--- src/can_id_filter_pkg.sv ---
package can_id_filter_pkg;

	localparam int ADDR_W = 8;
	localparam int DATA_W = 8;
	localparam int NUM_OBJ = 15;
	localparam int PAGE_W = 4;
	localparam int ID_W = 29;
	localparam int STD_ID_W = 11;

	localparam logic [7:0] ADDR_TAG_BYTE_ONE = 8'hBC;
	localparam logic [7:0] ADDR_TAG_BYTE_TWO = 8'hBD;
	localparam logic [7:0] ADDR_TAG_BYTE_THREE = 8'hBE;
	localparam logic [7:0] ADDR_TAG_BYTE_FOUR = 8'hBF;
	localparam logic [7:0] ADDR_FILTER_BYTE_ONE = 8'hC4;
	localparam logic [7:0] ADDR_FILTER_BYTE_TWO = 8'hC5;
	localparam logic [7:0] ADDR_FILTER_BYTE_THREE = 8'hC6;
	localparam logic [7:0] ADDR_FILTER_BYTE_FOUR = 8'hC7;

	localparam int RTR_POS = 2;
	localparam int RB1_POS = 1;
	localparam int RB0_POS = 0;
	localparam int IDE_POS = 0;
	localparam int STD_SHIFT = 18;

	// One message object's identifier storage; both views map onto it.
	typedef struct packed {
		logic [ID_W-1:0] identifier_tag_bits;
		logic remote_request_tag;
		logic reserved_one_tag;
		logic reserved_zero_tag;
		logic [ID_W-1:0] identifier_mask_bits;
		logic remote_request_filter;
		logic extension_flag_filter;
	} obj_entry_t;

	localparam int ENTRY_W = $bits(obj_entry_t);

endpackage

--- src/obj_store_if.sv ---
`timescale 1ns/1ns
interface obj_store_if;
	logic [can_id_filter_pkg::PAGE_W-1:0] wr_idx;
	logic wr_en;
	logic [can_id_filter_pkg::ENTRY_W-1:0] wr_data;
	logic [can_id_filter_pkg::PAGE_W-1:0] rd_idx;
	logic [can_id_filter_pkg::ENTRY_W-1:0] rd_data;
	logic [can_id_filter_pkg::PAGE_W-1:0] cmp_idx;
	logic [can_id_filter_pkg::ENTRY_W-1:0] cmp_data;

	modport ctrl (output wr_idx, output wr_en, output wr_data, output rd_idx,
		output cmp_idx, input rd_data, input cmp_data);
	modport mem (input wr_idx, input wr_en, input wr_data, input rd_idx,
		input cmp_idx, output rd_data, output cmp_data);
endinterface
--- src/can_id_match.sv ---
`timescale 1ns/1ns
module can_id_match (
	input wire logic [can_id_filter_pkg::ENTRY_W-1:0] entry_i,
	input wire logic [can_id_filter_pkg::ID_W-1:0] rx_id_i,
	input wire logic rx_rtr_i,
	input wire logic rx_ide_i,
	input wire logic obj_ide_i,
	output logic hit_o
);
	can_id_filter_pkg::obj_entry_t e;
	logic [can_id_filter_pkg::ID_W-1:0] diff;
	logic rtr_ok;
	logic ide_ok;

	assign e = entry_i;
	// A cleared mask bit forces a match; a set one demands equality.
	assign diff = (rx_id_i ^ e.identifier_tag_bits) & e.identifier_mask_bits;
	assign rtr_ok = !e.remote_request_filter || (rx_rtr_i == e.remote_request_tag);
	assign ide_ok = !e.extension_flag_filter || (rx_ide_i == obj_ide_i);
	assign hit_o = (diff == '0) && rtr_ok && ide_ok;
endmodule

--- src/can_id_tag_mask.sv ---
`timescale 1ns/1ns
// Behaviour
// - Cleared mask bit forces that bit's comparison to match.
// - Set mask bit requires received bit to equal stored tag bit.
// - Mask used only on reception; transmit sends raw tag values.
// - Tag and mask storage has no defined value after reset.
// - Reserved bits may read back any value.
// - Extended view: identifier 28..0 spread over four tag bytes, MSB first.
// - Tag byte four bit 2 holds remote request, both views.
// - Extended view: tag byte four bit 1 holds reserved bit one.
// - Tag byte four bit 0 holds reserved bit zero, both views.
// - Standard view tag byte four implements only bits 2 and 0.
// - Standard mask bits 10..3 in byte one, 2..0 in byte two 7-5.
// - Standard view filter byte three is reserved, no filtering role.
// - Filter byte four: remote request mask bit 2, extension mask bit 0.
// - Extended filter byte one holds mask bits 28..21.
// - Standard tag: bits 10..3 byte one, 2..0 byte two top; byte three reserved.
// - Extended mask bits 20..5 in bytes two, three; 4..0 in byte four 7-3.
module can_id_tag_mask #(
	parameter int NUM_OBJ = can_id_filter_pkg::NUM_OBJ
) (
	input wire logic clk_sys_i,
	input wire logic resetn_i,
	input wire logic [can_id_filter_pkg::ADDR_W-1:0] sfr_addr_i,
	input wire logic sfr_wr_i,
	input wire logic sfr_rd_i,
	input wire logic [can_id_filter_pkg::DATA_W-1:0] sfr_wdata_i,
	input wire logic [can_id_filter_pkg::PAGE_W-1:0] obj_page_i,
	input wire logic obj_ext_fmt_i,
	input wire logic [can_id_filter_pkg::PAGE_W-1:0] rx_obj_i,
	input wire logic rx_obj_ext_fmt_i,
	input wire logic [can_id_filter_pkg::ID_W-1:0] rx_id_i,
	input wire logic rx_rtr_i,
	input wire logic rx_ide_i,
	input wire logic rx_check_i,
	input wire logic [can_id_filter_pkg::PAGE_W-1:0] tx_obj_i,
	output logic [can_id_filter_pkg::DATA_W-1:0] sfr_rdata_o,
	output logic sfr_hit_o,
	output logic rx_hit_valid_o,
	output logic rx_hit_o,
	output logic [can_id_filter_pkg::ID_W-1:0] tx_id_o,
	output logic tx_rtr_o,
	output logic tx_rb1_o,
	output logic tx_rb0_o
);
	//////////////////////////////////////////////////////////////////////////

	typedef struct packed {
		logic [can_id_filter_pkg::DATA_W-1:0] rdata;
		logic rd_pend;
		logic [can_id_filter_pkg::ADDR_W-1:0] rd_addr;
		logic rd_ext;
		logic check_pend;
		logic check_ext;
		logic [can_id_filter_pkg::ID_W-1:0] rx_id;
		logic rx_rtr;
		logic rx_ide;
		logic hit_valid;
		logic hit;
		logic [can_id_filter_pkg::ID_W-1:0] tx_id;
		logic tx_rtr;
		logic tx_rb1;
		logic tx_rb0;
		logic wr_pend;
		logic [can_id_filter_pkg::ADDR_W-1:0] wr_addr;
		logic [can_id_filter_pkg::DATA_W-1:0] wr_data;
		logic wr_ext;
		logic [can_id_filter_pkg::PAGE_W-1:0] wr_page;
	} top_state_t;

	top_state_t s_q;
	top_state_t s_d;
	can_id_filter_pkg::obj_entry_t cur;
	can_id_filter_pkg::obj_entry_t upd;
	can_id_filter_pkg::obj_entry_t tx_e;
	logic match_hit;

	obj_store_if st();

	//////////////////////////////////////////////////////////////////////////

	// One-hot byte slot of an address on the register bus.
	// SLOT_NONE stands for every address outside the tag and filter bytes.
	typedef enum logic [8:0] {
		SLOT_NONE = 9'h001,
		SLOT_TAG_ONE = 9'h002,
		SLOT_TAG_TWO = 9'h004,
		SLOT_TAG_THREE = 9'h008,
		SLOT_TAG_FOUR = 9'h010,
		SLOT_FILT_ONE = 9'h020,
		SLOT_FILT_TWO = 9'h040,
		SLOT_FILT_THREE = 9'h080,
		SLOT_FILT_FOUR = 9'h100
	} byte_slot_t;

	function automatic byte_slot_t slot_of(input logic [can_id_filter_pkg::ADDR_W-1:0] a);
		byte_slot_t s;
		s = SLOT_NONE;
		case (a)
			can_id_filter_pkg::ADDR_TAG_BYTE_ONE: begin
				s = SLOT_TAG_ONE;
			end
			can_id_filter_pkg::ADDR_TAG_BYTE_TWO: begin
				s = SLOT_TAG_TWO;
			end
			can_id_filter_pkg::ADDR_TAG_BYTE_THREE: begin
				s = SLOT_TAG_THREE;
			end
			can_id_filter_pkg::ADDR_TAG_BYTE_FOUR: begin
				s = SLOT_TAG_FOUR;
			end
			can_id_filter_pkg::ADDR_FILTER_BYTE_ONE: begin
				s = SLOT_FILT_ONE;
			end
			can_id_filter_pkg::ADDR_FILTER_BYTE_TWO: begin
				s = SLOT_FILT_TWO;
			end
			can_id_filter_pkg::ADDR_FILTER_BYTE_THREE: begin
				s = SLOT_FILT_THREE;
			end
			can_id_filter_pkg::ADDR_FILTER_BYTE_FOUR: begin
				s = SLOT_FILT_FOUR;
			end
			default: begin
				s = SLOT_NONE;
			end
		endcase
		return s;
	endfunction

	function automatic logic is_mapped(input logic [can_id_filter_pkg::ADDR_W-1:0] a);
		byte_slot_t s;
		s = slot_of(a);
		is_mapped = (s != SLOT_NONE);
	endfunction

	// Read view of one byte; reserved positions read as zero.
	function automatic logic [7:0] view_rd(input can_id_filter_pkg::obj_entry_t e,
		input logic [7:0] a, input logic ext);
		logic [7:0] r;
		r = 8'h00;
		case (a)
			can_id_filter_pkg::ADDR_TAG_BYTE_ONE: begin
				r = ext ? e.identifier_tag_bits[28:21] : e.identifier_tag_bits[28:21];
			end
			can_id_filter_pkg::ADDR_TAG_BYTE_TWO: begin
				r = ext ? e.identifier_tag_bits[20:13] : {e.identifier_tag_bits[20:18], 5'h00};
			end
			can_id_filter_pkg::ADDR_TAG_BYTE_THREE: begin
				r = ext ? e.identifier_tag_bits[12:5] : 8'h00;
			end
			can_id_filter_pkg::ADDR_TAG_BYTE_FOUR: begin
				r[can_id_filter_pkg::RTR_POS] = e.remote_request_tag;
				r[can_id_filter_pkg::RB0_POS] = e.reserved_zero_tag;
				if (ext) begin
					r[7:3] = e.identifier_tag_bits[4:0];
					r[can_id_filter_pkg::RB1_POS] = e.reserved_one_tag;
				end
			end
			can_id_filter_pkg::ADDR_FILTER_BYTE_ONE: begin
				r = e.identifier_mask_bits[28:21];
			end
			can_id_filter_pkg::ADDR_FILTER_BYTE_TWO: begin
				r = ext ? e.identifier_mask_bits[20:13] : {e.identifier_mask_bits[20:18], 5'h00};
			end
			can_id_filter_pkg::ADDR_FILTER_BYTE_THREE: begin
				r = ext ? e.identifier_mask_bits[12:5] : 8'h00;
			end
			can_id_filter_pkg::ADDR_FILTER_BYTE_FOUR: begin
				r[can_id_filter_pkg::RTR_POS] = e.remote_request_filter;
				r[can_id_filter_pkg::IDE_POS] = e.extension_flag_filter;
				if (ext) begin
					r[7:3] = e.identifier_mask_bits[4:0];
				end
			end
			default: begin
				r = 8'h00;
			end
		endcase
		return r;
	endfunction

	//////////////////////////////////////////////////////////////////////////

	// Writes are read-modify-write of the whole object entry; the standard
	// identifier lives in the top 11 bits so both views share storage.
	always_comb begin
		upd = cur;
		case (s_q.wr_addr)
			can_id_filter_pkg::ADDR_TAG_BYTE_ONE: begin
				upd.identifier_tag_bits[28:21] = s_q.wr_data;
			end
			can_id_filter_pkg::ADDR_TAG_BYTE_TWO: begin
				if (s_q.wr_ext) begin
					upd.identifier_tag_bits[20:13] = s_q.wr_data;
				end else begin
					upd.identifier_tag_bits[20:18] = s_q.wr_data[7:5];
				end
			end
			can_id_filter_pkg::ADDR_TAG_BYTE_THREE: begin
				if (s_q.wr_ext) begin
					upd.identifier_tag_bits[12:5] = s_q.wr_data;
				end
			end
			can_id_filter_pkg::ADDR_TAG_BYTE_FOUR: begin
				if (s_q.wr_ext) begin
					upd.identifier_tag_bits[4:0] = s_q.wr_data[7:3];
					upd.reserved_one_tag = s_q.wr_data[can_id_filter_pkg::RB1_POS];
				end
				upd.remote_request_tag = s_q.wr_data[can_id_filter_pkg::RTR_POS];
				upd.reserved_zero_tag = s_q.wr_data[can_id_filter_pkg::RB0_POS];
			end
			can_id_filter_pkg::ADDR_FILTER_BYTE_ONE: begin
				upd.identifier_mask_bits[28:21] = s_q.wr_data;
			end
			can_id_filter_pkg::ADDR_FILTER_BYTE_TWO: begin
				if (s_q.wr_ext) begin
					upd.identifier_mask_bits[20:13] = s_q.wr_data;
				end else begin
					upd.identifier_mask_bits[20:18] = s_q.wr_data[7:5];
				end
			end
			can_id_filter_pkg::ADDR_FILTER_BYTE_THREE: begin
				if (s_q.wr_ext) begin
					upd.identifier_mask_bits[12:5] = s_q.wr_data;
				end
			end
			can_id_filter_pkg::ADDR_FILTER_BYTE_FOUR: begin
				if (s_q.wr_ext) begin
					upd.identifier_mask_bits[4:0] = s_q.wr_data[7:3];
				end
				upd.remote_request_filter = s_q.wr_data[can_id_filter_pkg::RTR_POS];
				upd.extension_flag_filter = s_q.wr_data[can_id_filter_pkg::IDE_POS];
			end
			default: begin
				upd = cur;
			end
		endcase
	end

	// In the standard view the lower 18 identifier bits are forced not to
	// take part in acceptance, since that view has no way to write them.
	function automatic can_id_filter_pkg::obj_entry_t std_clip(
		input can_id_filter_pkg::obj_entry_t e, input logic ext);
		can_id_filter_pkg::obj_entry_t r;
		r = e;
		if (!ext) begin
			r.identifier_mask_bits[can_id_filter_pkg::STD_SHIFT-1:0] = '0;
		end
		return r;
	endfunction

	//////////////////////////////////////////////////////////////////////////

	// One port of the store serves the register bus (read and RMW source),
	// the other serves reception; transmit reads the live tag via port two
	// when no reception check is waiting.
	assign st.rd_idx = sfr_wr_i ? obj_page_i : (s_q.wr_pend ? s_q.wr_page : obj_page_i);
	assign st.cmp_idx = rx_check_i ? rx_obj_i : tx_obj_i;
	assign cur = st.rd_data;
	assign tx_e = st.cmp_data;
	assign st.wr_en = s_q.wr_pend;
	assign st.wr_idx = s_q.wr_page;
	assign st.wr_data = upd;

	can_obj_store #(
		.DEPTH(NUM_OBJ)
	) u_store (
		.clk_sys_i(clk_sys_i),
		.port_b(st.mem)
	);

	can_id_match u_match (
		.entry_i(std_clip(st.cmp_data, s_q.check_ext)),
		.rx_id_i(s_q.rx_id),
		.rx_rtr_i(s_q.rx_rtr),
		.rx_ide_i(s_q.rx_ide),
		.obj_ide_i(s_q.check_ext),
		.hit_o(match_hit)
	);

	//////////////////////////////////////////////////////////////////////////

	// Accesses must be spaced by one idle cycle: the merged byte reaches the
	// store one cycle after the fetch, and an access in that window sees the
	// object as it was before the write.
	always_comb begin
		s_d = s_q;
		s_d.rd_pend = sfr_rd_i && is_mapped(sfr_addr_i);
		s_d.rd_addr = sfr_addr_i;
		s_d.rd_ext = obj_ext_fmt_i;
		if (s_q.rd_pend) begin
			s_d.rdata = view_rd(cur, s_q.rd_addr, s_q.rd_ext);
		end
		// A write first fetches the object, then merges the byte next cycle.
		s_d.wr_pend = sfr_wr_i && is_mapped(sfr_addr_i);
		s_d.wr_addr = sfr_addr_i;
		s_d.wr_data = sfr_wdata_i;
		s_d.wr_ext = obj_ext_fmt_i;
		s_d.wr_page = obj_page_i;
		// The acceptance result follows two edges after the request and is
		// then held until the next request completes.
		s_d.check_pend = rx_check_i;
		s_d.check_ext = rx_obj_ext_fmt_i;
		s_d.rx_id = rx_id_i;
		s_d.rx_rtr = rx_rtr_i;
		s_d.rx_ide = rx_ide_i;
		s_d.hit_valid = s_q.check_pend;
		if (s_q.check_pend) begin
			s_d.hit = match_hit;
		end
		// Transmit values freeze while the compare port serves reception, so
		// a frame being sent never sees another object's tag for one cycle.
		if (!s_q.check_pend) begin
			s_d.tx_id = tx_e.identifier_tag_bits;
			s_d.tx_rtr = tx_e.remote_request_tag;
			s_d.tx_rb1 = tx_e.reserved_one_tag;
			s_d.tx_rb0 = tx_e.reserved_zero_tag;
		end
	end

	// The whole pipeline state is reset; the identifier storage is left as is.
	always_ff @(posedge clk_sys_i) begin
		if (!resetn_i) begin
			s_q <= '0;
		end else begin
			s_q <= s_d;
		end
	end

	assign sfr_rdata_o = s_q.rdata;
	assign sfr_hit_o = s_q.rd_pend || s_q.wr_pend;
	assign rx_hit_valid_o = s_q.hit_valid;
	assign rx_hit_o = s_q.hit;
	assign tx_id_o = s_q.tx_id;
	assign tx_rtr_o = s_q.tx_rtr;
	assign tx_rb1_o = s_q.tx_rb1;
	assign tx_rb0_o = s_q.tx_rb0;
endmodule

--- src/can_obj_store.sv ---
`timescale 1ns/1ns
module can_obj_store #(
	parameter int DEPTH = can_id_filter_pkg::NUM_OBJ
) (
	input wire logic clk_sys_i,
	obj_store_if.mem port_b
);
	typedef struct packed {
		logic [can_id_filter_pkg::ENTRY_W-1:0] rd;
		logic [can_id_filter_pkg::ENTRY_W-1:0] cmp;
	} store_state_t;

	// No reset: the storage holds no defined value until written.
	logic [can_id_filter_pkg::ENTRY_W-1:0] mem_q [DEPTH];
	store_state_t s_q;
	store_state_t s_d;

	always_comb begin
		s_d.rd = mem_q[port_b.rd_idx];
		s_d.cmp = mem_q[port_b.cmp_idx];
	end

	always_ff @(posedge clk_sys_i) begin
		s_q <= s_d;
		if (port_b.wr_en) begin
			mem_q[port_b.wr_idx] <= port_b.wr_data;
		end
	end

	assign port_b.rd_data = s_q.rd;
	assign port_b.cmp_data = s_q.cmp;
endmodule

--- config.mk ---
export PLATFORM = sky130hd
export DESIGN_NAME = can_id_tag_mask
export DESIGN_NICKNAME = d
export VERILOG_FILES = /design/src/can_id_filter_pkg.sv /design/src/obj_store_if.sv /design/src/can_id_match.sv /design/src/can_id_tag_mask.sv /design/src/can_obj_store.sv
export SDC_FILE = /design/constraint.sdc
export NUM_CORES = 2
export LEC_CHECK = 0
export ABC_AREA = 0
export BUFFER_PORTS_ARGS = -buffer_cell sky130_fd_sc_hd__buf_2
export CELL_PAD_IN_SITES_DETAIL_PLACEMENT = 0
export CELL_PAD_IN_SITES_GLOBAL_PLACEMENT = 1
export CORE_MARGIN = 3
export CORE_UTILIZATION = 36
export CTS_CLUSTER_DIAMETER = 50
export CTS_CLUSTER_SIZE = 25
export DETAILED_ROUTE_END_ITERATION = 10
export PLACE_DENSITY_LB_ADDON = 0.12
export SETUP_SLACK_MARGIN = 0.4
export SLEW_MARGIN = 25
export SYNTH_ARGS = -nofsm -noshare
export SYNTH_HDL_FRONTEND = slang
export SYNTH_HIERARCHICAL = 1
export SYNTH_SLANG_ARGS = --single-unit
--- constraint.sdc ---
create_clock -name clk_sys_i -period 18.2 [get_ports clk_sys_i]
set_clock_uncertainty 0.15 [all_clocks]
set_input_delay 3.64 -clock clk_sys_i [delete_from_list [all_inputs] [get_ports clk_sys_i]]
set_output_delay 3.64 -clock clk_sys_i [all_outputs]
set_load 0.005 [all_outputs]
Word-level counts from Yosys, hierarchy flattened
Memories as Yosys holds them, arrays and structs flattened. A register that Yosys moved wholly into a read port is not among the register bits.
Cells that the tools add are included.
- register bits after elaboration: 98
- latch bits: 0
- bits in writable memories: 945
- bits in read-only memories: 0
- bits of input ports: 66
- output and inout port bits: 43
- logic and storage cells: 82
- memories kept: 1
- memories (name ; depth ; width ; read ports ; clocked after Yosys merged registers in ; write ports ; RTL line ; text):
    u_store.mem_q ; 15 ; 63 ; 2 ; 2 ; 1 ; can_obj_store.sv:14 ; logic [can_id_filter_pkg::ENTRY_W-1:0] mem_q [DEPTH];
- $add $sub $neg: 0
- multiply operators: 0
- divide/modulo/power cells: 0
- magnitude comparators: 0
- equality and inequality tests: 19
- shift-type cells: 0
- muxes and demuxes: 32
- bitwise gates (word level): 2
- reduce and logical (&&, ||, !) cells: 10
- operators with widths (operator ; number):
    equality test 8 bit (second input constant) ; 16
    two-way mux 8 bit ; 11
    case mux 9 bit (8 select lines) ; 1
    case mux 6 bit (8 select lines) ; 1
    two-way mux 5 bit ; 8
    bitwise AND 29 bit ; 1
    zero test 29 bit ; 1
    XOR 29 bit ; 1
    two-way mux 18 bit ; 1
    two-way mux 4 bit ; 3
    inequality test 9 x 1 -> 1 bit (second input constant) ; 1
    case mux 1 bit (8 select lines) ; 1
    two-way mux 7 bit ; 1
    case mux 1 bit (7 select lines) ; 1
    logical AND 1 bit ; 4
    two-way mux 1 bit ; 4
    logical OR 1 bit ; 3
    equality test 1 bit ; 2
    zero test 1 bit ; 2

Longest topological paths before layout
- word-level depth: 5
- mapped depth: 10
- gate-level depth less buffers: 7

By module
Netlist, hierarchy kept.
- by module, submodules not included (module ; times used ; cells each ; area each (um^2)):
    can_obj_store ; 1 ; 2446 ; 45422.3
    can_id_tag_mask ; 1 ; 500 ; 5047.3
    can_id_match ; 1 ; 50 ; 422.9

Least setup slack after synthesis
Ideal clock, no wire load.
- kind: register -> register
- start: register s_q (netlist bit st.wr_en)
- end: memory u_store/mem_q[0][0] (netlist name) (enable)
- setup time: 0.561 ns
- arrival time: 5.145 ns
- setup slack: 12.344 ns
- stages on the path, launching flop included: 3
- path buffers: 0
- clock period less this slack: 5.856 ns
- cells stage by stage: dfxtp_1 -> or3b_2 -> nor3_1
- cells in the longest elaborated chain, start to end: 2
- RTL lines (element ; RTL line ; text):
    start: declaration ; can_id_tag_mask.sv:71 ; top_state_t s_q;
    start signal: assignment ; can_id_tag_mask.sv:325 ; s_q <= '0;
    start signal: assignment ; can_id_tag_mask.sv:327 ; s_q <= s_d;
    two-way mux 1 bit ; can_obj_store.sv:25 ; if (port_b.wr_en) begin
    two-way mux 1 bit (implied by the code) ; can_obj_store.sv:26 ; mem_q[port_b.wr_idx] <= port_b.wr_data;
    end: declaration ; can_obj_store.sv:14 ;
No other way between the ends.

Worst setup path after layout
- start: input port sfr_wr_i
- end: register u_store/port_b.rd_data[9] (netlist name)
- cells in the longest elaborated chain, start to end: 1
- RTL lines (element ; RTL line ; text):
    start: declaration ; can_id_tag_mask.sv:25 ; input wire logic sfr_wr_i,
    two-way mux 4 bit ; can_id_tag_mask.sv:258 ; assign st.rd_idx = sfr_wr_i ? obj_page_i : (s_q.wr_pend ? s_q.wr_page : obj_page_i);
    named net st.rd_idx (one bit) ; obj_store_if.sv:6 ; logic [can_id_filter_pkg::PAGE_W-1:0] rd_idx;
The timed path passes the listed nets, and every way through them passes these cells.
A chain may end at the register's enable or synchronous reset.

==> key figures <==
Placed design
  – Post-DP HPWL: 95,700 µm
  – Placer congestion estimate: 0.841
  – IO buf count: 108

Synth
  – Mapped Area: 50,900 µm²
  – Combinational family with the most area after synthesis: multiplexers
  – Sequential share of the synthesized area: 0.646
  – EDFF count, synth: 945
  – Compound-Gate Fraction of Synth Area: 0.0607
  – Asr flop ratio synth: 0
  – Number of library cell types mapped by synthesis: 54
  – Ys Warns: 6
  – Mean Syn Cell Area: 17.0 µm²
  – Area share of the largest cell type after synthesis: 0.558
  – Leading area contributor after synthesis: edfxtp_1
  – Top cells by area in the synthesized netlist: edfxtp_1, mux4_2, dfxtp_1, mux2i_1, mux2_2
  – Simple-Gate Fraction of Synth Area: 0.0413
  – Adder-Cell Fraction of Synth Area: 0
  – Syn Nets: 3,062
  – Xor/xnor share of the synthesized area: 0.00533
  – Mapped Cells: 2,996
  – Primary FF master, synth: edfxtp_1
  – FF+latch count, synth: 1,169
  – Mux share of post-synthesis cell area: 0.220

Setup path
  – CP arrival: 7520 ps
  – Required time worst endpoint: 18,630 ps
  – Cell family with most CP delay: buffers and inverters
  – R2r worst-path depth: 7
  – Reg2Reg Setup Slack: 13,650 ps
  – Launch point of the critical path: sfr_wr_i
  – CP max stage delay: 810 ps
  – Crit-path cells: buf_2, nor2b_1, mux2_8, buf_12, buf_4, mux4_2, a22oi_1, o211ai_1
  – Instance count on the critical path: 8
  – Worst setup SP type: primary input
  – CP Max Fanout: 96
  – Reg2reg end: u_store/port_b.rd_data[9]$_DFF_P_
  – Crit path buf inv count: 3
  – Launch point of the worst reg-to-reg path: st.wr_en$_SDFF_PN0_
  – Crit path capture type: register
  – CP Class: primary input to register
  – Critical Path Slowest Stage Cell: buf_4
  – Worst setup path endpoint: u_store/port_b.rd_data[9]$_DFF_P_

Finish
  – Area growth from synthesis to layout: 14.4%
  – Post-layout util: 0.416
  – Layout fillers: 12,500
  – Final #Nets: 3,145
  – Layout cells sized above 1: 0.292

Route
  – WL final: 171,000 µm
  – 1st-iter DRT viols: 3,129
  – Routed WL per cell: 33.7 µm
  – DR pass1 iterations: 7
  – Via count: 29,900
  – Final ANT Viol Nets: 0
  – DRC viols: 0
  – DR vias/cell: 5.90

CTS
  – Post-CTS Hold Fix Bufs: 0
  – Post-cts sizing count: 0
  – Max Root-Sink Buffers: 3
  – Clock sink count: 1,169
  – Worst skew pair latency: 760 ps
  – # Post-CTS Setup Buffers: 0
  – Root Driver: clkbuf_16
  – Cts bufs inserted: 144
  – Worst-path clk slew: 60 ps
  – H-Tree Depth: 4
  – TritonCTS clock tree: yes

Timing
  – Slew at the pin closest to its max-slew limit: 1070 ps
  – Max transition margin: 0.288
  – Setup violators final: 0
  – Period minus WS final: 7090 ps
  – Period utilisation layout: 0.389
  – Fmax achieved: 141 MHz
  – Hold WS: 347 ps
  – RSZ-0062 raised after global routing: no
  – Fin. Hold Viols: 0
  – Pins Over Slew Limit: 0
  – Total negative slack: 0 ps

Floorplanning
  – Initial Util: 0.364
  – Std cell rows: 137
  – I/O pin cnt: 109
  – Die width: 382 µm
  – Die Y: 382 µm
  – Core Footprint: 140,000 µm²
  – Die area: 146,000 µm²

Global route
  – Initial antenna violation count: 9
  – Largest net degree at the start of global routing: 123
  – GRT Total Usage: 0.234
  – Total congestion overflow: 0
  – First-pass GRT wire length: 240,000 µm
  – Vias in the first global route: 30,600

Run
  – Max-Cap Viols: 0

Pwr
  – Pwr/cell area: 111 nW/µm²
  – Total Power: 6.48 mW
  – VDD IR max: 0.0805 mV
  – Leak pwr: 19.3 nW

Run status
  – Status: completed

Min path
  – Hold Crit Class: register to register
[synthesized netlist by cell type (6+ instances only)]
| cell | count |
|---|---|
| nor3_1 | 6 |
| mux2i_1 | 186 |
| nand2_1 | 114 |
| nand3b_1 | 6 |
| mux2_2 | 125 |
| dfxtp_1 | 224 |
| o211ai_1 | 102 |
| nor2_1 | 126 |
| a22oi_1 | 140 |
| and3_1 | 15 |
| o22ai_1 | 28 |
| edfxtp_1 | 945 |
| o21ai_0 | 6 |
| xor2_1 | 31 |
| buf_4 | 64 |
| a21oi_1 | 130 |
| buf_6 | 17 |
| o21ai_1 | 26 |
| a22o_1 | 10 |
| and2_1 | 76 |
| buf_1 | 8 |
| clkbuf_1 | 107 |
| nand3_1 | 6 |
| nand4_1 | 9 |
| mux4_2 | 353 |
| nor2b_1 | 40 |
| buf_2 | 46 |
[worst min path at each step]
stage,start,to,depth (start not counted),slack (ps)
floorplan,sfr_rdata_o[3]$_SDFFE_PN0P_,sfr_rdata_o[3]$_SDFFE_PN0P_,2,280
global placement,u_store/port_b.cmp_data[32]$_DFF_P_,tx_rb1_o$_SDFFE_PN0N_,2,340
detailed placement,u_store/port_b.cmp_data[32]$_DFF_P_,tx_rb1_o$_SDFFE_PN0N_,2,330
CTS,u_store/port_b.cmp_data[32]$_DFF_P_,tx_rb1_o$_SDFFE_PN0N_,2,360
global route,tx_id_o[13]$_SDFFE_PN0N_,tx_id_o[13]$_SDFFE_PN0N_,2,400
finish,u_store/port_b.cmp_data[32]$_DFF_P_,tx_rb1_o$_SDFFE_PN0N_,2,350
[sequential cells by signal, summed over array words and instances (netlist names), 4 cells and up]
| register | cells |
|---|---|
| s_q | 50 |
| sfr_rdata_o | 8 |
| st.wr_idx | 4 |
| tx_id_o | 29 |
| u_store/mem_q | 945 |
| u_store/port_b.cmp_data | 63 |
| u_store/port_b.rd_data | 63 |
[tightest hold or removal path: cells and delay by family (launching register included)]
family / cells / cell delay, ps
DFF: 1 / 310
muxes: 1 / 60
and+or+nand+nor: 1 / 100
[power breakdown]
part | internal (mW) | leakage [nW] | total (mW) | switching [mW]
Clock | 1.73 | 2.36 | 2.92 | 1.19
Sequential | 2.97 | 10.4 | 3.04 | 0.0644
Combinational | 0.196 | 6.49 | 0.523 | 0.328
Total | 4.90 | 19.3 | 6.48 | 1.58
[area by class of cell]
class,instances,area [µm²],share of cell area
clock inverter,89,951,0.0163
antenna,4,10.0,0.000172
clock buffer,177,3960,0.0680
timing repair buffer,180,1150,0.0197
sequential,1169,32900,0.565
multi-input combinational,1581,16900,0.291
tap,1876,2350,0.0403
inverter,3,11.3,0.000193
[cell usage in the layout, fill, tap and decap left out, types with 112 or more instances in the layout]
cell       count
edfxtp_1     945
mux4_2       353
dfxtp_1      223
mux2i_1      186
clkbuf_16    151
a22oi_1      140
a21oi_1      130
mux2_2       121
nand2_1      112
nor2_1       112
[kinds of logic after synthesis]
kind of cell	after synthesis
AND/OR/NAND/NOR	420
buffers and inverters	246
multiplexers	664
AO/OA/AOI/OAI	466
XOR/XNOR	31
flip-flops	1169
[through the flow]
step,worst slack (ps),cell area [µm²],std cells
4_1_cts,11080,58200,5073
2_1_floorplan,12340,50900,2996
3_5_place_dp,10270,53200,4807
6_report,11110,58200,5079
5_1_grt,10810,58200,5075
3_3_place_gp,10290,53200,4807
[per-layer routing]
layer	global-route usage	routed length, µm	vias to the layer above
met2	0.364	79300	1319
met5	0	27	-
met3	0.0474	13200	262
met4	0.0677	4640	4
met1	0.333	73900	16000
li1	-	-	12300
Note: power is estimated with default switching activity, not from simulation.
